<file path="src/core/vts_pkg.sv">
// Constants, register map and carrier types of the valve travel supervisor.
// Assumes one 200 MHz clock; travel and set point are signed 16-bit
// values in units of 0.01 percent of ranged travel.
package vts_pkg;

    // Clock and control update timing
    localparam int unsigned CLK_HZ = 200_000_000; // System clock rate
    localparam int unsigned UPDATE_US = 100; // Control update period, us
    localparam int unsigned UPDATE_CYC = CLK_HZ / 1_000_000 * UPDATE_US;
    localparam int unsigned UPD_PER_S = 1_000_000 / UPDATE_US; // Per second

    // Travel scale
    localparam logic signed [15:0] DRIVE_MAX = 16'sh2710; // 100.00 %
    localparam logic signed [15:0] DRIVE_MIN = 16'sh0000; // 0.00 %
    localparam logic [8:0] RATE_MAX_S = 9'h190; // 400 s ceiling

    // Register byte offsets
    localparam logic [7:0] REG_MODE = 8'h00;
    localparam logic [7:0] REG_PROT = 8'h04;
    localparam logic [7:0] REG_MIN_OPEN = 8'h08;
    localparam logic [7:0] REG_MIN_CLOSE = 8'h0C;
    localparam logic [7:0] REG_FILT = 8'h10;
    localparam logic [7:0] REG_CUT_HI = 8'h14;
    localparam logic [7:0] REG_CUT_LO = 8'h18;
    localparam logic [7:0] REG_ZCS = 8'h1C;
    localparam logic [7:0] REG_AL_DB = 8'h20;
    localparam logic [7:0] REG_AL_BASE = 8'h24; // Hi, HiHi, Lo, LoLo
    localparam logic [7:0] REG_ACC_DB = 8'h34;
    localparam logic [7:0] REG_ACC_PT = 8'h38;
    localparam logic [7:0] REG_ACC = 8'h3C;
    localparam logic [7:0] REG_CAL = 8'h40;
    localparam logic [7:0] REG_STATUS = 8'h44;
    localparam logic [7:0] REG_ISTAT = 8'h48;
    localparam logic [7:0] REG_IMASK = 8'h4C;
    localparam logic [7:0] REG_TRAVEL = 8'h50;
    localparam logic [7:0] REG_DRIVE = 8'h54;

    // Field positions
    localparam int MODE_SVC = 0; // Mode: in service
    localparam int MODE_SEC = 1; // Mode: secondary master
    localparam int NUM_AL = 4; // Travel alert count
    localparam int NUM_EV = 8; // Interrupt event count
    localparam int EV_ACC = 4; // Accumulator alert raised
    localparam int EV_CUT = 5; // Cutoff entered
    localparam int EV_REFUSE = 6; // Protected write refused
    localparam int EV_REJECT = 7; // Return to service rejected

    // Reset values
    localparam logic signed [15:0] CUT_HI_RST = 16'sh30D4; // 125 %
    localparam logic signed [15:0] CUT_LO_RST = 16'shF63C; // -25 %
    localparam logic signed [15:0] AL_HIGH_RST = 16'sh30D4; // 125 %
    localparam logic signed [15:0] AL_LOW_RST = 16'shF63C; // -25 %
    localparam logic signed [15:0] AL_DB_RST = 16'sh01F4; // 5 %
    localparam logic [15:0] ACC_DB_RST = 16'h01F4; // 5 %
    localparam logic [31:0] ACC_PT_RST = 32'hFFFFFFFF; // Never alerts

    // Carrier types
    typedef logic signed [15:0] vts_pos_t; // Travel in 0.01 %

    typedef struct packed {
        logic [8:0] open_s; // Minimum opening time, s
        logic [8:0] close_s; // Minimum closing time, s
    } vts_lim_t;

    typedef struct packed {
        vts_pos_t point; // Alert threshold
        vts_pos_t dband; // Clearing deadband
    } vts_thr_t;

endpackage : vts_pkg

</file>
<file path="src/core/vts_rate_limit.sv">
// Travel rate limiter: moves one LSB every T control updates.
// Assumes an update strobe from the supervisor on the same clock.
`timescale 1ns/100ps
module vts_rate_limit
    import vts_pkg::*;
(
    input wire logic pclk, // System clock
    input wire logic presetn, // Async reset, active low
    input wire logic ce, // Clock enable
    input wire logic step, // Control update strobe
    input wire logic bypass, // Travel beyond a cutoff
    input vts_pos_t target, // Filtered set point
    input vts_lim_t lim, // Minimum open and close times
    output vts_pos_t pos // Rate-limited target
);

    logic [8:0] cnt_reg; // Updates since last step
    vts_pos_t pos_reg; // Current limited value
    logic up; // Moving toward open
    logic [8:0] lim_t; // Active minimum time

    // Direction picks the opening or closing time
    always_comb
    begin
        up = target > pos_reg;
        lim_t = up ? lim.open_s : lim.close_s;
    end

    // One LSB per lim_t updates gives full range in lim_t seconds
    always_ff @(posedge pclk or negedge presetn)
    begin
        if (!presetn)
        begin
            pos_reg <= DRIVE_MIN;
            cnt_reg <= '0;
        end
        else if (ce && step)
        begin
            if (bypass || target == pos_reg || lim_t == '0)
            begin
                pos_reg <= target;
                cnt_reg <= '0;
            end
            else if (cnt_reg + 9'h001 >= lim_t)
            begin
                pos_reg <= up ? pos_reg + 16'sh0001
                              : pos_reg - 16'sh0001;
                cnt_reg <= '0;
            end
            else
            begin
                cnt_reg <= cnt_reg + 9'h001; // Wait for next step
            end
        end
    end

    assign pos = pos_reg;

endmodule : vts_rate_limit

</file>
<file path="src/core/vts_alarm.sv">
// Travel alert with hysteresis, high or low sense.
// Assumes the travel sample is stable across the evaluation strobe.
`timescale 1ns/100ps
module vts_alarm
    import vts_pkg::*;
#(
    parameter bit HIGH = 1'b1 // 1: trips above point
)
(
    input wire logic pclk, // System clock
    input wire logic presetn, // Async reset, active low
    input wire logic ce, // Clock enable
    input wire logic eval, // Control update strobe
    input vts_pos_t trv, // Sampled ranged travel
    input vts_thr_t thr, // Point and deadband
    output logic active // Alert level
);

    logic active_reg; // Alert state
    logic signed [17:0] t_w; // Widened travel
    logic signed [17:0] p_w; // Widened point
    logic signed [17:0] d_w; // Widened deadband

    // Widen to avoid overflow at the range ends
    always_comb
    begin
        t_w = 18'(trv);
        p_w = 18'(thr.point);
        d_w = 18'(thr.dband);
    end

    // Set past the point, clear only past point minus deadband (high) or point plus deadband (low)
    always_ff @(posedge pclk or negedge presetn)
    begin
        if (!presetn)
            active_reg <= 1'b0;
        else if (ce && eval)
        begin
            if (HIGH)
            begin
                if (t_w > p_w)
                    active_reg <= 1'b1;
                else if (t_w < p_w - d_w)
                    active_reg <= 1'b0;
            end
            else
            begin
                if (t_w < p_w)
                    active_reg <= 1'b1;
                else if (t_w > p_w + d_w)
                    active_reg <= 1'b0;
            end
        end
    end

    assign active = active_reg;

endmodule : vts_alarm

</file>
<file path="src/core/vts_supervisor.sv">
// Valve travel supervisor: mode, protection, set point filter, rate
// limits, cutoffs, travel accumulator and alerts behind an APB slave.
// Assumes set point and travel codes arrive asynchronously from pins.
//
// Functional notes
// - In service, output follows every set point change
// - Out of service, set point holds; travel beyond a cutoff still forces drive
// - Protection refuses setup and calibration writes
// - Only the same master type returns service
// - Decrease rate limited by minimum closing time
// - Increase rate limited by minimum opening time
// - Set point passes first-order filter, set time constant
// - Accumulate travel change past deadband; zero write resets
// - Deadband re-centred on travel at each increment
// - Accumulator alert set above point, cleared by reset
// - Travel alerts clear only past point minus deadband (hi, hihi) or point plus deadband (lo, lolo)
// - Four independent travel alerts: hi, hihi, lo, lolo
// - Beyond a cutoff, drive forced to max or min
// - Rate limits suspended while beyond a cutoff
//
// Implementation choices: the address map and the APB slave port.
`timescale 1ns/100ps
module vts_supervisor
    import vts_pkg::*;
#(
    parameter int unsigned UPD_CYCLES = UPDATE_CYC // Cycles per update
)
(
    input wire logic pclk, // System clock, 200 MHz
    input wire logic presetn, // Async reset, active low
    input wire logic ce, // Clock enable, freezes all state
    input wire logic psel, // APB select
    input wire logic penable, // APB enable
    input wire logic pwrite, // APB write
    input wire logic [7:0] paddr, // APB byte address
    input wire logic [31:0] pwdata, // APB write data
    output logic [31:0] prdata, // APB read data
    output logic pready, // APB ready
    output logic pslverr, // APB error, unmapped address
    input wire logic [15:0] ain_code, // Analog set point code, pin
    input wire logic [15:0] travel_code, // Travel sensor code, pin
    output logic [15:0] drive, // Drive signal
    output logic irq // Interrupt, active high level
);

    // Offset is a mapped register
    function automatic logic addr_ok(input logic [7:0] a);
        addr_ok = (a[1:0] == 2'b00) && (a <= REG_DRIVE);
    endfunction : addr_ok

    // Offset is a protected setup or calibration register
    function automatic logic is_setup(input logic [7:0] a);
        is_setup = (a >= REG_MIN_OPEN) && (a <= REG_ACC_PT)
                   || (a == REG_CAL);
    endfunction : is_setup

    // Bus decode
    logic acc_ph; // APB access phase
    logic wr; // Write takes effect
    logic setup_wr; // Unprotected setup write
    // Synchronisers
    logic [15:0] ain_s1, ain_s2; // Set point sync stages
    logic [15:0] trv_s1, trv_s2; // Travel sync stages
    // Update timing
    logic [15:0] upd_cnt_reg; // Update period counter
    logic tick; // Sample strobe
    logic eval_reg; // Evaluate strobe, one after tick
    // Mode and protection
    logic in_svc_reg; // In service
    logic owner_reg; // Master type that took it out
    logic prot_reg; // Configuration and calibration locked
    // Setup registers
    vts_lim_t lim_reg; // Minimum times
    logic [7:0] filt_reg; // Filter time, s
    vts_pos_t cut_hi_reg, cut_lo_reg; // Cutoffs
    logic zcs_reg; // Zero control signal opens valve
    vts_pos_t al_db_reg; // Travel alert deadband
    vts_pos_t al_pt_reg [NUM_AL]; // Travel alert points
    logic [15:0] acc_db_reg; // Accumulator deadband
    logic [31:0] acc_pt_reg; // Accumulator alert point
    vts_pos_t cal_reg; // Travel calibration offset
    // Datapath
    vts_pos_t trv_reg; // Sampled ranged travel
    vts_pos_t sp_reg; // Held set point
    vts_pos_t filt_out_reg; // Filtered set point
    logic signed [31:0] facc_reg; // Filter residue
    vts_pos_t tgt; // Rate-limited target
    vts_pos_t drive_reg; // Drive output
    logic beyond_hi, beyond_lo; // Beyond cutoffs
    logic beyond_d_reg; // Beyond, previous update
    logic [31:0] acc_reg; // Travel accumulator
    vts_pos_t ref_reg; // Accumulator reference
    logic acc_alert_reg; // Accumulator alert
    logic [NUM_AL-1:0] al_act, al_prev_reg; // Travel alerts
    logic acc_prev_reg; // Accumulator alert, previous
    // Interrupts
    logic [NUM_EV-1:0] ev, istat_reg, imask_reg; // Events, sticky, mask
    logic irq_reg; // Interrupt level
    logic [31:0] rd_next, prdata_reg; // Read data

    // Bus strobes; writes take effect at the access edge
    always_comb
    begin
        acc_ph = psel && penable;
        wr = ce && acc_ph && pwrite && addr_ok(paddr);
        setup_wr = wr && is_setup(paddr) && !prot_reg;
    end

    // Two-stage synchronisers for pin inputs
    always_ff @(posedge pclk or negedge presetn)
    begin
        if (!presetn)
        begin
            ain_s1 <= '0;
            ain_s2 <= '0;
            trv_s1 <= '0;
            trv_s2 <= '0;
        end
        else if (ce)
        begin
            ain_s1 <= ain_code;
            ain_s2 <= ain_s1;
            trv_s1 <= travel_code;
            trv_s2 <= trv_s1;
        end
    end

    // Control update period
    assign tick = ce && (upd_cnt_reg == 16'(UPD_CYCLES - 1));
    always_ff @(posedge pclk or negedge presetn)
    begin
        if (!presetn)
        begin
            upd_cnt_reg <= '0;
            eval_reg <= 1'b0;
        end
        else if (ce)
        begin
            upd_cnt_reg <= tick ? '0 : upd_cnt_reg + 16'h0001;
            eval_reg <= tick;
        end
    end

    // Sample travel and set point once per update
    always_ff @(posedge pclk or negedge presetn)
    begin
        if (!presetn)
        begin
            trv_reg <= DRIVE_MIN;
            sp_reg <= DRIVE_MIN;
        end
        else if (tick)
        begin
            trv_reg <= vts_pos_t'(trv_s2) + cal_reg;
            if (in_svc_reg)
                sp_reg <= vts_pos_t'(ain_s2);
            else
                sp_reg <= sp_reg;
        end
    end

    // Service mode owned by the master type that took it out
    always_ff @(posedge pclk or negedge presetn)
    begin
        if (!presetn)
        begin
            in_svc_reg <= 1'b1;
            owner_reg <= 1'b0;
            prot_reg <= 1'b0;
        end
        else if (wr)
        begin
            if (paddr == REG_PROT)
                prot_reg <= pwdata[0];
            if (paddr == REG_MODE && !pwdata[MODE_SVC] && in_svc_reg)
            begin
                in_svc_reg <= 1'b0;
                owner_reg <= pwdata[MODE_SEC];
            end
            else if (paddr == REG_MODE && pwdata[MODE_SVC]
                     && pwdata[MODE_SEC] == owner_reg)
                in_svc_reg <= 1'b1;
        end
    end

    // Setup and calibration registers, locked by protection
    always_ff @(posedge pclk or negedge presetn)
    begin
        if (!presetn)
        begin
            lim_reg <= '0;
            filt_reg <= '0;
            cut_hi_reg <= CUT_HI_RST;
            cut_lo_reg <= CUT_LO_RST;
            zcs_reg <= 1'b0;
            al_db_reg <= AL_DB_RST;
            for (int i = 0; i < NUM_AL; i++)
                al_pt_reg[i] <= (i < 2) ? AL_HIGH_RST : AL_LOW_RST;
            acc_db_reg <= ACC_DB_RST;
            acc_pt_reg <= ACC_PT_RST;
            cal_reg <= '0;
        end
        else if (setup_wr)
        begin
            case (paddr)
                REG_MIN_OPEN: lim_reg.open_s <= (pwdata[8:0] > RATE_MAX_S)
                    ? RATE_MAX_S : pwdata[8:0];
                REG_MIN_CLOSE: lim_reg.close_s <= (pwdata[8:0] > RATE_MAX_S)
                    ? RATE_MAX_S : pwdata[8:0];
                REG_FILT: filt_reg <= pwdata[7:0];
                REG_CUT_HI: cut_hi_reg <= pwdata[15:0];
                REG_CUT_LO: cut_lo_reg <= pwdata[15:0];
                REG_ZCS: zcs_reg <= pwdata[0];
                REG_AL_DB: al_db_reg <= pwdata[15:0];
                REG_ACC_DB: acc_db_reg <= pwdata[15:0];
                REG_ACC_PT: acc_pt_reg <= pwdata;
                REG_CAL: cal_reg <= pwdata[15:0];
                default:
                    for (int i = 0; i < NUM_AL; i++)
                        if (paddr == REG_AL_BASE + 8'(4 * i))
                            al_pt_reg[i] <= pwdata[15:0];
            endcase
        end
    end

    // First-order filter: residue integrates error, one LSB per overflow
    always_ff @(posedge pclk or negedge presetn)
    begin
        logic signed [31:0] sum;
        logic signed [31:0] n;
        sum = facc_reg + 32'(sp_reg - filt_out_reg);
        n = $signed(32'(filt_reg) * 32'(UPD_PER_S));
        if (!presetn)
        begin
            filt_out_reg <= DRIVE_MIN;
            facc_reg <= '0;
        end
        else if (ce && eval_reg)
        begin
            if (filt_reg == '0)
            begin
                filt_out_reg <= sp_reg; // Filter off
                facc_reg <= '0;
            end
            else if (sum >= n)
            begin
                filt_out_reg <= filt_out_reg + 16'sh0001;
                facc_reg <= sum - n;
            end
            else if (sum <= -n)
            begin
                filt_out_reg <= filt_out_reg - 16'sh0001;
                facc_reg <= sum + n;
            end
            else
                facc_reg <= sum;
        end
    end

    // Cutoff compare on the shared sample
    always_comb
    begin
        beyond_hi = trv_reg > cut_hi_reg;
        beyond_lo = trv_reg < cut_lo_reg;
    end

    // Rate limits, suspended beyond a cutoff
    vts_rate_limit u_rate (
        .pclk(pclk),
        .presetn(presetn),
        .ce(ce),
        .step(eval_reg),
        .bypass(beyond_hi || beyond_lo),
        .target(filt_out_reg),
        .lim(lim_reg),
        .pos(tgt)
    );

    // Drive follows target, forced at the cutoffs
    always_ff @(posedge pclk or negedge presetn)
    begin
        if (!presetn)
        begin
            drive_reg <= DRIVE_MIN;
            beyond_d_reg <= 1'b0;
        end
        else if (ce && eval_reg)
        begin
            beyond_d_reg <= beyond_hi || beyond_lo;
            if (beyond_hi)
                drive_reg <= zcs_reg ? DRIVE_MIN : DRIVE_MAX;
            else if (beyond_lo)
                drive_reg <= zcs_reg ? DRIVE_MAX : DRIVE_MIN;
            else
                drive_reg <= tgt;
        end
    end

    // Travel accumulator; a software write wins over an increment
    always_ff @(posedge pclk or negedge presetn)
    begin
        logic signed [17:0] diff;
        logic [17:0] mag;
        diff = 18'(trv_reg) - 18'(ref_reg);
        mag = diff[17] ? 18'(-diff) : 18'(diff);
        if (!presetn)
        begin
            acc_reg <= '0;
            ref_reg <= DRIVE_MIN;
        end
        else if (wr && paddr == REG_ACC)
        begin
            acc_reg <= pwdata;
            ref_reg <= trv_reg;
        end
        else if (ce && eval_reg && mag > 18'(acc_db_reg))
        begin
            acc_reg <= acc_reg + 32'(mag);
            ref_reg <= trv_reg;
        end
    end

    // Accumulator alert; a reset write judges the new value, not the old
    always_ff @(posedge pclk or negedge presetn)
    begin
        if (!presetn)
            acc_alert_reg <= 1'b0;
        else if (wr && paddr == REG_ACC)
            acc_alert_reg <= acc_alert_reg && (pwdata > acc_pt_reg);
        else if (ce && eval_reg && acc_reg > acc_pt_reg)
            acc_alert_reg <= 1'b1;
    end

    // Four travel alerts: hi, hihi trip high; lo, lolo trip low
    generate
        for (genvar g = 0; g < NUM_AL; g++)
        begin : g_alert
            vts_alarm #(.HIGH(g < 2)) u_alarm (
                .pclk(pclk),
                .presetn(presetn),
                .ce(ce),
                .eval(eval_reg),
                .trv(trv_reg),
                .thr(vts_thr_t'{point: al_pt_reg[g], dband: al_db_reg}),
                .active(al_act[g])
            );
        end
    endgenerate

    // Interrupt events
    always_comb
    begin
        ev = '0;
        ev[NUM_AL-1:0] = al_act & ~al_prev_reg;
        ev[EV_ACC] = acc_alert_reg && !acc_prev_reg;
        ev[EV_CUT] = ce && eval_reg && (beyond_hi || beyond_lo)
                     && !beyond_d_reg;
        ev[EV_REFUSE] = wr && is_setup(paddr) && prot_reg;
        ev[EV_REJECT] = wr && paddr == REG_MODE && pwdata[MODE_SVC]
                        && !in_svc_reg && pwdata[MODE_SEC] != owner_reg;
    end

    // Sticky status, write one to clear, set wins
    always_ff @(posedge pclk or negedge presetn)
    begin
        if (!presetn)
        begin
            istat_reg <= '0;
            imask_reg <= '0;
            al_prev_reg <= '0;
            acc_prev_reg <= 1'b0;
            irq_reg <= 1'b0;
        end
        else if (ce)
        begin
            al_prev_reg <= al_act;
            acc_prev_reg <= acc_alert_reg;
            if (wr && paddr == REG_IMASK)
                imask_reg <= pwdata[NUM_EV-1:0];
            istat_reg <= (istat_reg & ~((wr && paddr == REG_ISTAT)
                         ? pwdata[NUM_EV-1:0] : '0)) | ev;
            irq_reg <= |(istat_reg & imask_reg);
        end
    end

    // Read mux
    always_comb
    begin
        rd_next = '0;
        case (paddr)
            REG_MODE: rd_next = {30'h0, owner_reg, in_svc_reg};
            REG_PROT: rd_next = {31'h0, prot_reg};
            REG_MIN_OPEN: rd_next = 32'(lim_reg.open_s);
            REG_MIN_CLOSE: rd_next = 32'(lim_reg.close_s);
            REG_FILT: rd_next = 32'(filt_reg);
            REG_CUT_HI: rd_next = {16'h0, cut_hi_reg};
            REG_CUT_LO: rd_next = {16'h0, cut_lo_reg};
            REG_ZCS: rd_next = {31'h0, zcs_reg};
            REG_AL_DB: rd_next = {16'h0, al_db_reg};
            REG_ACC_DB: rd_next = {16'h0, acc_db_reg};
            REG_ACC_PT: rd_next = acc_pt_reg;
            REG_ACC: rd_next = acc_reg;
            REG_CAL: rd_next = {16'h0, cal_reg};
            REG_STATUS: rd_next = {24'h0, in_svc_reg, beyond_hi, beyond_lo,
                                   acc_alert_reg, al_act};
            REG_ISTAT: rd_next = 32'(istat_reg);
            REG_IMASK: rd_next = 32'(imask_reg);
            REG_TRAVEL: rd_next = {16'h0, trv_reg};
            REG_DRIVE: rd_next = {16'h0, drive_reg};
            default:
                for (int i = 0; i < NUM_AL; i++)
                    if (paddr == REG_AL_BASE + 8'(4 * i))
                        rd_next = {16'h0, al_pt_reg[i]};
        endcase
    end

    // Read data captured in the setup cycle
    always_ff @(posedge pclk or negedge presetn)
    begin
        if (!presetn)
            prdata_reg <= '0;
        else if (ce && psel && !penable)
            prdata_reg <= rd_next;
    end

    // Outputs; the slave answers with no wait state
    assign prdata = prdata_reg;
    assign pready = 1'b1;
    assign pslverr = acc_ph && !addr_ok(paddr);
    assign drive = drive_reg;
    assign irq = irq_reg;

endmodule : vts_supervisor

</file>
<file path="config.mk">
export PLATFORM = sky130hd
export DESIGN_NAME = vts_supervisor
export DESIGN_NICKNAME = d
export VERILOG_FILES = /design/src/core/vts_pkg.sv /design/src/core/vts_rate_limit.sv /design/src/core/vts_alarm.sv /design/src/core/vts_supervisor.sv
export SDC_FILE = /design/constraint.sdc
export NUM_CORES = 2
export LEC_CHECK = 0
export BUFFER_PORTS_ARGS = -buffer_cell sky130_fd_sc_hd__buf_2
export CORE_ASPECT_RATIO = 0.8
export CORE_MARGIN = 2
export CORE_UTILIZATION = 37
export CTS_BUF_LIST = sky130_fd_sc_hd__clkbuf_4 sky130_fd_sc_hd__clkbuf_8
export DETAILED_ROUTE_END_ITERATION = 12
export SYNTH_ARGS = -nofsm -noshare
export SYNTH_HDL_FRONTEND = slang
export SYNTH_HIERARCHICAL = 1
export SYNTH_SLANG_ARGS = --single-unit
</file>
<file path="constraint.sdc">
create_clock -name pclk -period 14.9 [get_ports pclk]
set_input_delay 1.49 -clock pclk [delete_from_list [all_inputs] [get_ports pclk]]
set_output_delay 1.49 -clock pclk [all_outputs]
set_load 0.02 [all_outputs]
</file>
==> Word-level counts from Yosys, hierarchy flattened <==
Cells that the tools add are included.
{ "word_totals": {"output_inout_bits": 51, "mem_count": 0, "regBits": 516, "ram_bits": 0, "romBits": 0, "latchBits": 0} }
{ "classes": {"mux": 41, "multipliers": 1, "n_eq_ne": 25, "add_sub_neg": 19, "order_cmp": 21, "n_shift": 0, "bitwise_logic": 7, "n_reduce_logical": 82, "n_div": 0} }
{ "ops": {"columns": ["op", "count"], "rows": [
  ["$pmux W32 S18", 1],
  ["$mux W32", 7],
  ["$mux W16", 13],
  ["$sub A16 B16 Y17", 4],
  ["$eq A8 B6 Y1 const B", 8],
  ["$gt A16 B16 Y1", 4],
  ["$gt A32 B32 Y1", 2],
  ["$eq A8 B7 Y1 const B", 6],
  ["$lt A16 B16 Y1", 3],
  ["$reduce_and A2 Y1", 21],
  ["$mux W9", 4],
  ["$add A16 B16 Y17", 2],
  ["$gt A16 B17 Y1", 2],
  ["$lt A16 B17 Y1", 2],
  ["$add A16 B2 Y16 const B", 2],
  ["$add A32 B17 Y32", 1],
  ["$add A32 B18 Y32", 1],
  ["$add A32 B23 Y32", 1],
  ["$eq A8 B5 Y1 const B", 4],
  ["$ge A32 B23 Y1", 1],
  ["$le A32 B32 Y1", 1],
  ["$neg A22 Y32", 1],
  ["$sub A16 B2 Y16 const B", 2],
  ["$sub A32 B23 Y32", 1],
  ["other kinds (38)", 102]
]} }

==> Logic depth before layout (Yosys ltp) <==
{ "logic_depth": {"word_depth": 9, "depth_mapped": 39, "depth_no_buf": 37} }

==> Modules after synthesis <==
The synthesis kept the hierarchy.
{ "by_module_without_submodules": {"columns": ["module", "seq_area_each_um2", "n_inst", "area_per_inst_um2", "cells_each"], "rows": [
  ["vts_supervisor", 12303.0, 1, 34132.7, 3730],
  ["vts_alarm (g_alert[2].u_alarm ...)", 25.0, 2, 1542.7, 203],
  ["vts_rate_limit", 625.6, 1, 2672.6, 309],
  ["vts_alarm (g_alert[1].u_alarm)", 25.0, 1, 1601.5, 212],
  ["vts_alarm (g_alert[0].u_alarm)", 25.0, 1, 1564.0, 212]
]} }

==> Worst setup path before layout <==
No wires, ideal clock.
{ "synth_path": {"path_type": "register -> register", "start": "register filt_reg[2]", "end": "register filt_out_reg[15]", "t_arrival_ps": 7741, "t_required_ps": 14780, "setup_ps": 120, "path_buffers": 2, "path_stages_with_launch": 40, "period_less_slack_ps": 7861, "path_slack_ps": 7039, "cell_sequence": "dfrtp_1 inv_1 ha_1 ha_1 inv_1 fa_1 fa_1 inv_1 ha_1 a21oi_1 nand4b_1 nand3_1 and3_1 o21a_1 o21ai_0 nand2b_1 a21o_1 inv_1 [4 not listed] o22ai_1 a211oi_1 a41oi_4 inv_2 buf_4 ha_1 a21oi_1 o21ai_0 o21a_1 o311a_1 nor2_1 a21oi_1 a21o_1 a21oi_1 o21ai_0 xnor2_1 o221ai_1 a41o_1"} }
{ "synth_between": {"elab_chain_len": 5} }
{ "synth_lines": {"columns": ["element", "line_no", "text"], "rows": [
  ["from (decl)", "vts_supervisor.sv:74", "logic [7:0] filt_reg;"],
  ["from (signal assigned)", "vts_supervisor.sv:210", "REG_FILT: filt_reg <= pwdata[7:0];"],
  ["$mul A8 B10 Y18", "vts_supervisor.sv:232", "n = $signed(32'(filt_reg) * 32'(UPD_PER_S));"],
  ["$neg A22 Y32", "vts_supervisor.sv:250", "else if (sum <= -n)"],
  ["$le A32 B32 Y1", "vts_supervisor.sv:250", null],
  ["$reduce_bool A3 Y1 (no line)", null, null],
  ["$reduce_and A2 Y1 (no line)", null, null],
  ["to (signal assigned)", "vts_supervisor.sv:242", "filt_out_reg <= sp_reg;"],
  ["to (signal assigned)", "vts_supervisor.sv:247", "filt_out_reg <= filt_out_reg + 16'sh0001;"],
  ["to (signal assigned)", "vts_supervisor.sv:252", "filt_out_reg <= filt_out_reg - 16'sh0001;"],
  ["to (decl)", "vts_supervisor.sv:85", "vts_pos_t filt_out_reg;"]
]} }
Several ways; a longest one is shown, not always the timed one.
A chain may end at the register's enable or synchronous reset.

==> Final worst setup path <==
{ "layout_path": {"start": "register filt_reg[2]", "end": "register filt_out_reg[14]"} }
Same word-level chain as after synthesis.

==> reports/qor.yml <==
grt.total_usage_pct: 23.31
synth.most_common_cell: "sky130_fd_sc_hd__ha_1"
timing.critical_path.fanout_max: 45
route.detailed.wl_per_inst_um: 21.39
sum_of_buffers_and_inverters_on_the_critical_path: 7
ios: 129
postCtsSetupBuffers: 0
worst_supply_voltage_drop_on_vdd_uv: 72.51
p_seq_share_pct: 28.9
drc_errors: 0
num_rows: 111
synthDominantAreaCellType: "sky130_fd_sc_hd__dfrtp_1"
detailroute.via_count: 37510
syn2layout_area_growth_pct: 10.80
netlist_top_cells_area: "sky130_fd_sc_hd__dfrtp_1 25%, sky130_fd_sc_hd__ha_1 16%, sky130_fd_sc_hd__dfstp_2 5.7%, sky130_fd_sc_hd__mux2_2 5.6%, sky130_fd_sc_hd__o21ai_0 4.5%"
tritoncts.num_buffers: 94
synth_async_sr_flop_share_pct: 100.0
arrival_ns: 9.99
cell_area_after_synthesis_mm2: 0.04306
fp.dieArea_mm2: 0.1191
synth.ff_latch_count: 516
cp_slowest_cell: "sky130_fd_sc_hd__fa_1"
cts_resized: 0
worstSkewPairLatency_ns: 0.75
post-route-period-util_pct: 62.58
floorplan.die.width_um: 385.4
powerDensity_mw_per_mm2: 110.4
timing.max_slew.rel_slack_pct: 8.007
antenna_violations_before_repair: 12
cts_htree_levels: 3
fraction_of_the_mapped_netlist_area_in_compound_gates_pct: 19.73
critPathRequiredTime_ns: 15.56
setup.worst_path.end_class: "flip-flop"
hold_path_end: "istat_reg[0]"
dp.final_hpwl_mm: 108.4
synth_sequential_area_ratio_pct: 30.26
drtPass1Iterations: 9
antenna_left: 0
grt_first_pass_wirelength_mm: 216.0
total_leakage_power_nw: 22.54
initialDrtViolationCount: 3261
yosys.area_share.xor_xnor_pct: 4.292
outcome: "finished, final reports clean"
worst_clock_skew_ns: 0.04279
worst_hold_path.num_cells: 1
final_layout_size_suffix_gt1_share_pct: 15.16
largest_reg_flops: 64
hold_path.startpoint: "al_prev_reg[0]"
min_tclk_post_route_ns: 9.324
setup_slack_ns: 5.576
core_area_mm2: 0.1150
critical_path.reg2reg.endpoint: "filt_out_reg[14]"
post_syn_instances: 4869
post_cts_hold_fix_bufs: 0
synth_nets: 5546
cts_buffer_depth: 3
critical-path-top-cell-by-count: "sky130_fd_sc_hd__ha_1"
tritoncts_num_sinks: 516
tritoncts_clock_tree: "yes"
fillers: 11580
dpl_worst_slack_ns: 5.652
setup-violations-final: 0
post_synth_and_or_nand_nor_area_fraction_pct: 15.28
place_congestion: 0.9380
yosysWarnings: 6
grt_start_max_net_pins: 154
vias_per_cell: 5.686
cell_internal_pwr_mw: 3.209
tightest_slew_ns: 1.375
worst_path_dominant_cell_family: "compound AO/OA/AOI/OAI gates"
post_synth_mux_area_share_pct: 6.428
drt-total-wl_mm: 141.1
clock.fmax_mhz: 107.2
critical_path_cell_count: 39
worst_r2r_path_depth: 39
floorplan.initialDensity_pct: 37.44
hold_class: "flip-flop to flip-flop"
finish.net_count: 5670
buffer_ports.inserted: 127
synth_cell_types: 109
timing_hold_violations_final: 0
root_buffer: "sky130_fd_sc_hd__clkbuf_8"
synth_flop_cell: "sky130_fd_sc_hd__dfrtp_1"
synth_fa_ha_area_share_pct: 18.35
die-height_um: 309.1
avgSynthCellArea_um2: 8.843
max_cap_viol_count: 0
tns_ns: 0
grt_setup_unrepaired: "no"
timing.critical_path.from_type: "flip-flop"
p_comb_share_pct: 40.9
synth_common_cells: "545 x sky130_fd_sc_hd__ha_1, 489 x sky130_fd_sc_hd__nand2_1, 450 x sky130_fd_sc_hd__inv_1"
synth_edf_count: 0
totalPowerFinal_mw: 5.266
timing.setup.critical_path_class: "flip-flop to flip-flop"
timing.critical_path.slowest_cell_delay_ns: 0.60
synthDominantCellAreaShare_pct: 24.58
total_net_switching_power_mw: 2.058
grt_pass1_vias: 35920
rr_startpoint: "filt_reg[2]"
switching_share_pct: 39.08
worst-r2r-setup-slack_ns: 5.58
combinational_family_with_the_most_area_after_synthesis: "compound AO/OA/AOI/OAI gates"
timing.final.max_slew_violations: 0
p_clk_share_pct: 30.2
clock_slew_at_reported_path_ffs_ns: 0.06
global_route.overflow_total: 0
## power groups by stage
| stage | logic, mW | clock network, mW | registers, mW |
|---|---|---|---|
| after floorplan | 1.57 | 0 | 1.53 |
| after global placement | 2.13 | 0 | 1.55 |
| after detailed placement | 2.12 | 0 | 1.55 |
| after CTS | 2.13 | 1.62 | 1.52 |
| after global routing | 2.37 | 1.68 | 1.53 |
| final | 2.15 | 1.59 | 1.52 |
## routing by layer
metal  wire length (um)  track usage (%)  vias to the layer above
li1                   -                -                    17760
met1              68540            35.66                    18220
met2              57090            33.03                     1326
met3              11440            3.944                      206
met4               4011            6.968                        4
met5                 31                0                        -
## cell type report
type,instances,area (um2),area share (%)
flip-flops and latches,516,13030,27.31
inverters,452,1697,3.556
repair buffers,197,1186,2.486
diodes,1,2.502,0.005245
clock inverters,24,372.9,0.7816
well taps,1525,1908,4.000
multi-input cells,3732,27670,58.00
clock buffers,151,1841,3.858
## logic make-up after synthesis
group | Yosys count
AOI/OAI and AO/OA | 1294
xor gates and xnor gates | 211
adders and majority gates | 599
buffers and inverters | 621
DFF | 516
muxes | 249
other | 2
and+or+nand+nor | 1377
## worst max-delay path by stage
stage | from | end | slack [ns]
floorplan | filt_reg[2] | filt_out_reg[15] | 7.04
global placement | filt_reg[2] | filt_out_reg[14] | 5.79
detailed placement | filt_reg[2] | filt_out_reg[14] | 5.65
CTS | filt_reg[2] | filt_out_reg[14] | 5.61
global route | filt_reg[3] | filt_out_reg[14] | 4.80
finish | filt_reg[2] | filt_out_reg[14] | 5.58
## worst register-to-register path, delay by kind of cell (launching register included)
kind / cells / cell delay, ns
simple gates: 8 / 1.11
xor+xnor: 1 / 0.16
compound gates: 16 / 3.50
buf+inv: 7 / 1.22
fa+ha+maj: 7 / 2.71
flops: 1 / 0.58
## layout by cell type (no fill, tap or decap), types with 33 or more instances in the layout
master                     synthesis  routed
sky130_fd_sc_hd__a211oi_1         40      40
sky130_fd_sc_hd__a21o_1           85      85
sky130_fd_sc_hd__a21oi_1         281     281
sky130_fd_sc_hd__a221oi_1         38      38
sky130_fd_sc_hd__a22o_1           33      33
sky130_fd_sc_hd__a22oi_1          42      42
sky130_fd_sc_hd__and3_1           43      43
sky130_fd_sc_hd__buf_2            17     125
sky130_fd_sc_hd__buf_4             4      70
sky130_fd_sc_hd__clkbuf_4          0      38
sky130_fd_sc_hd__clkbuf_8          0     113
sky130_fd_sc_hd__dfrtp_1         423     423
sky130_fd_sc_hd__dfstp_2          93      93
sky130_fd_sc_hd__fa_1             54      54
sky130_fd_sc_hd__ha_1            545     545
sky130_fd_sc_hd__inv_1           450     450
sky130_fd_sc_hd__mux2_2          215     215
sky130_fd_sc_hd__nand2_1         489     488
sky130_fd_sc_hd__nand2b_1         54      54
sky130_fd_sc_hd__nand3_1          78      78
sky130_fd_sc_hd__nand4_1          86      86
sky130_fd_sc_hd__nor2_1          291     289
sky130_fd_sc_hd__nor2b_1          59      59
sky130_fd_sc_hd__nor3_1          107     100
sky130_fd_sc_hd__o211ai_1         38      38
sky130_fd_sc_hd__o21a_1           67      67
sky130_fd_sc_hd__o21ai_0         387     387
sky130_fd_sc_hd__xnor2_1         138     138
sky130_fd_sc_hd__xor2_1           73      73
## per-stage QoR
stage          cells  area, um2  hold slack (ns)  utilization (%)
2_1_floorplan   4869      43060           0.4352                -
3_3_place_gp    6422      45490           0.4417            39.56
3_5_place_dp    6422      45490           0.4516            39.56
4_1_cts         6597      47700           0.4376            41.48
5_1_grt         6598      47710           0.4712            41.49
6_report        6598      47710           0.4360            41.49
Note: power is estimated with default switching activity, not from simulation.
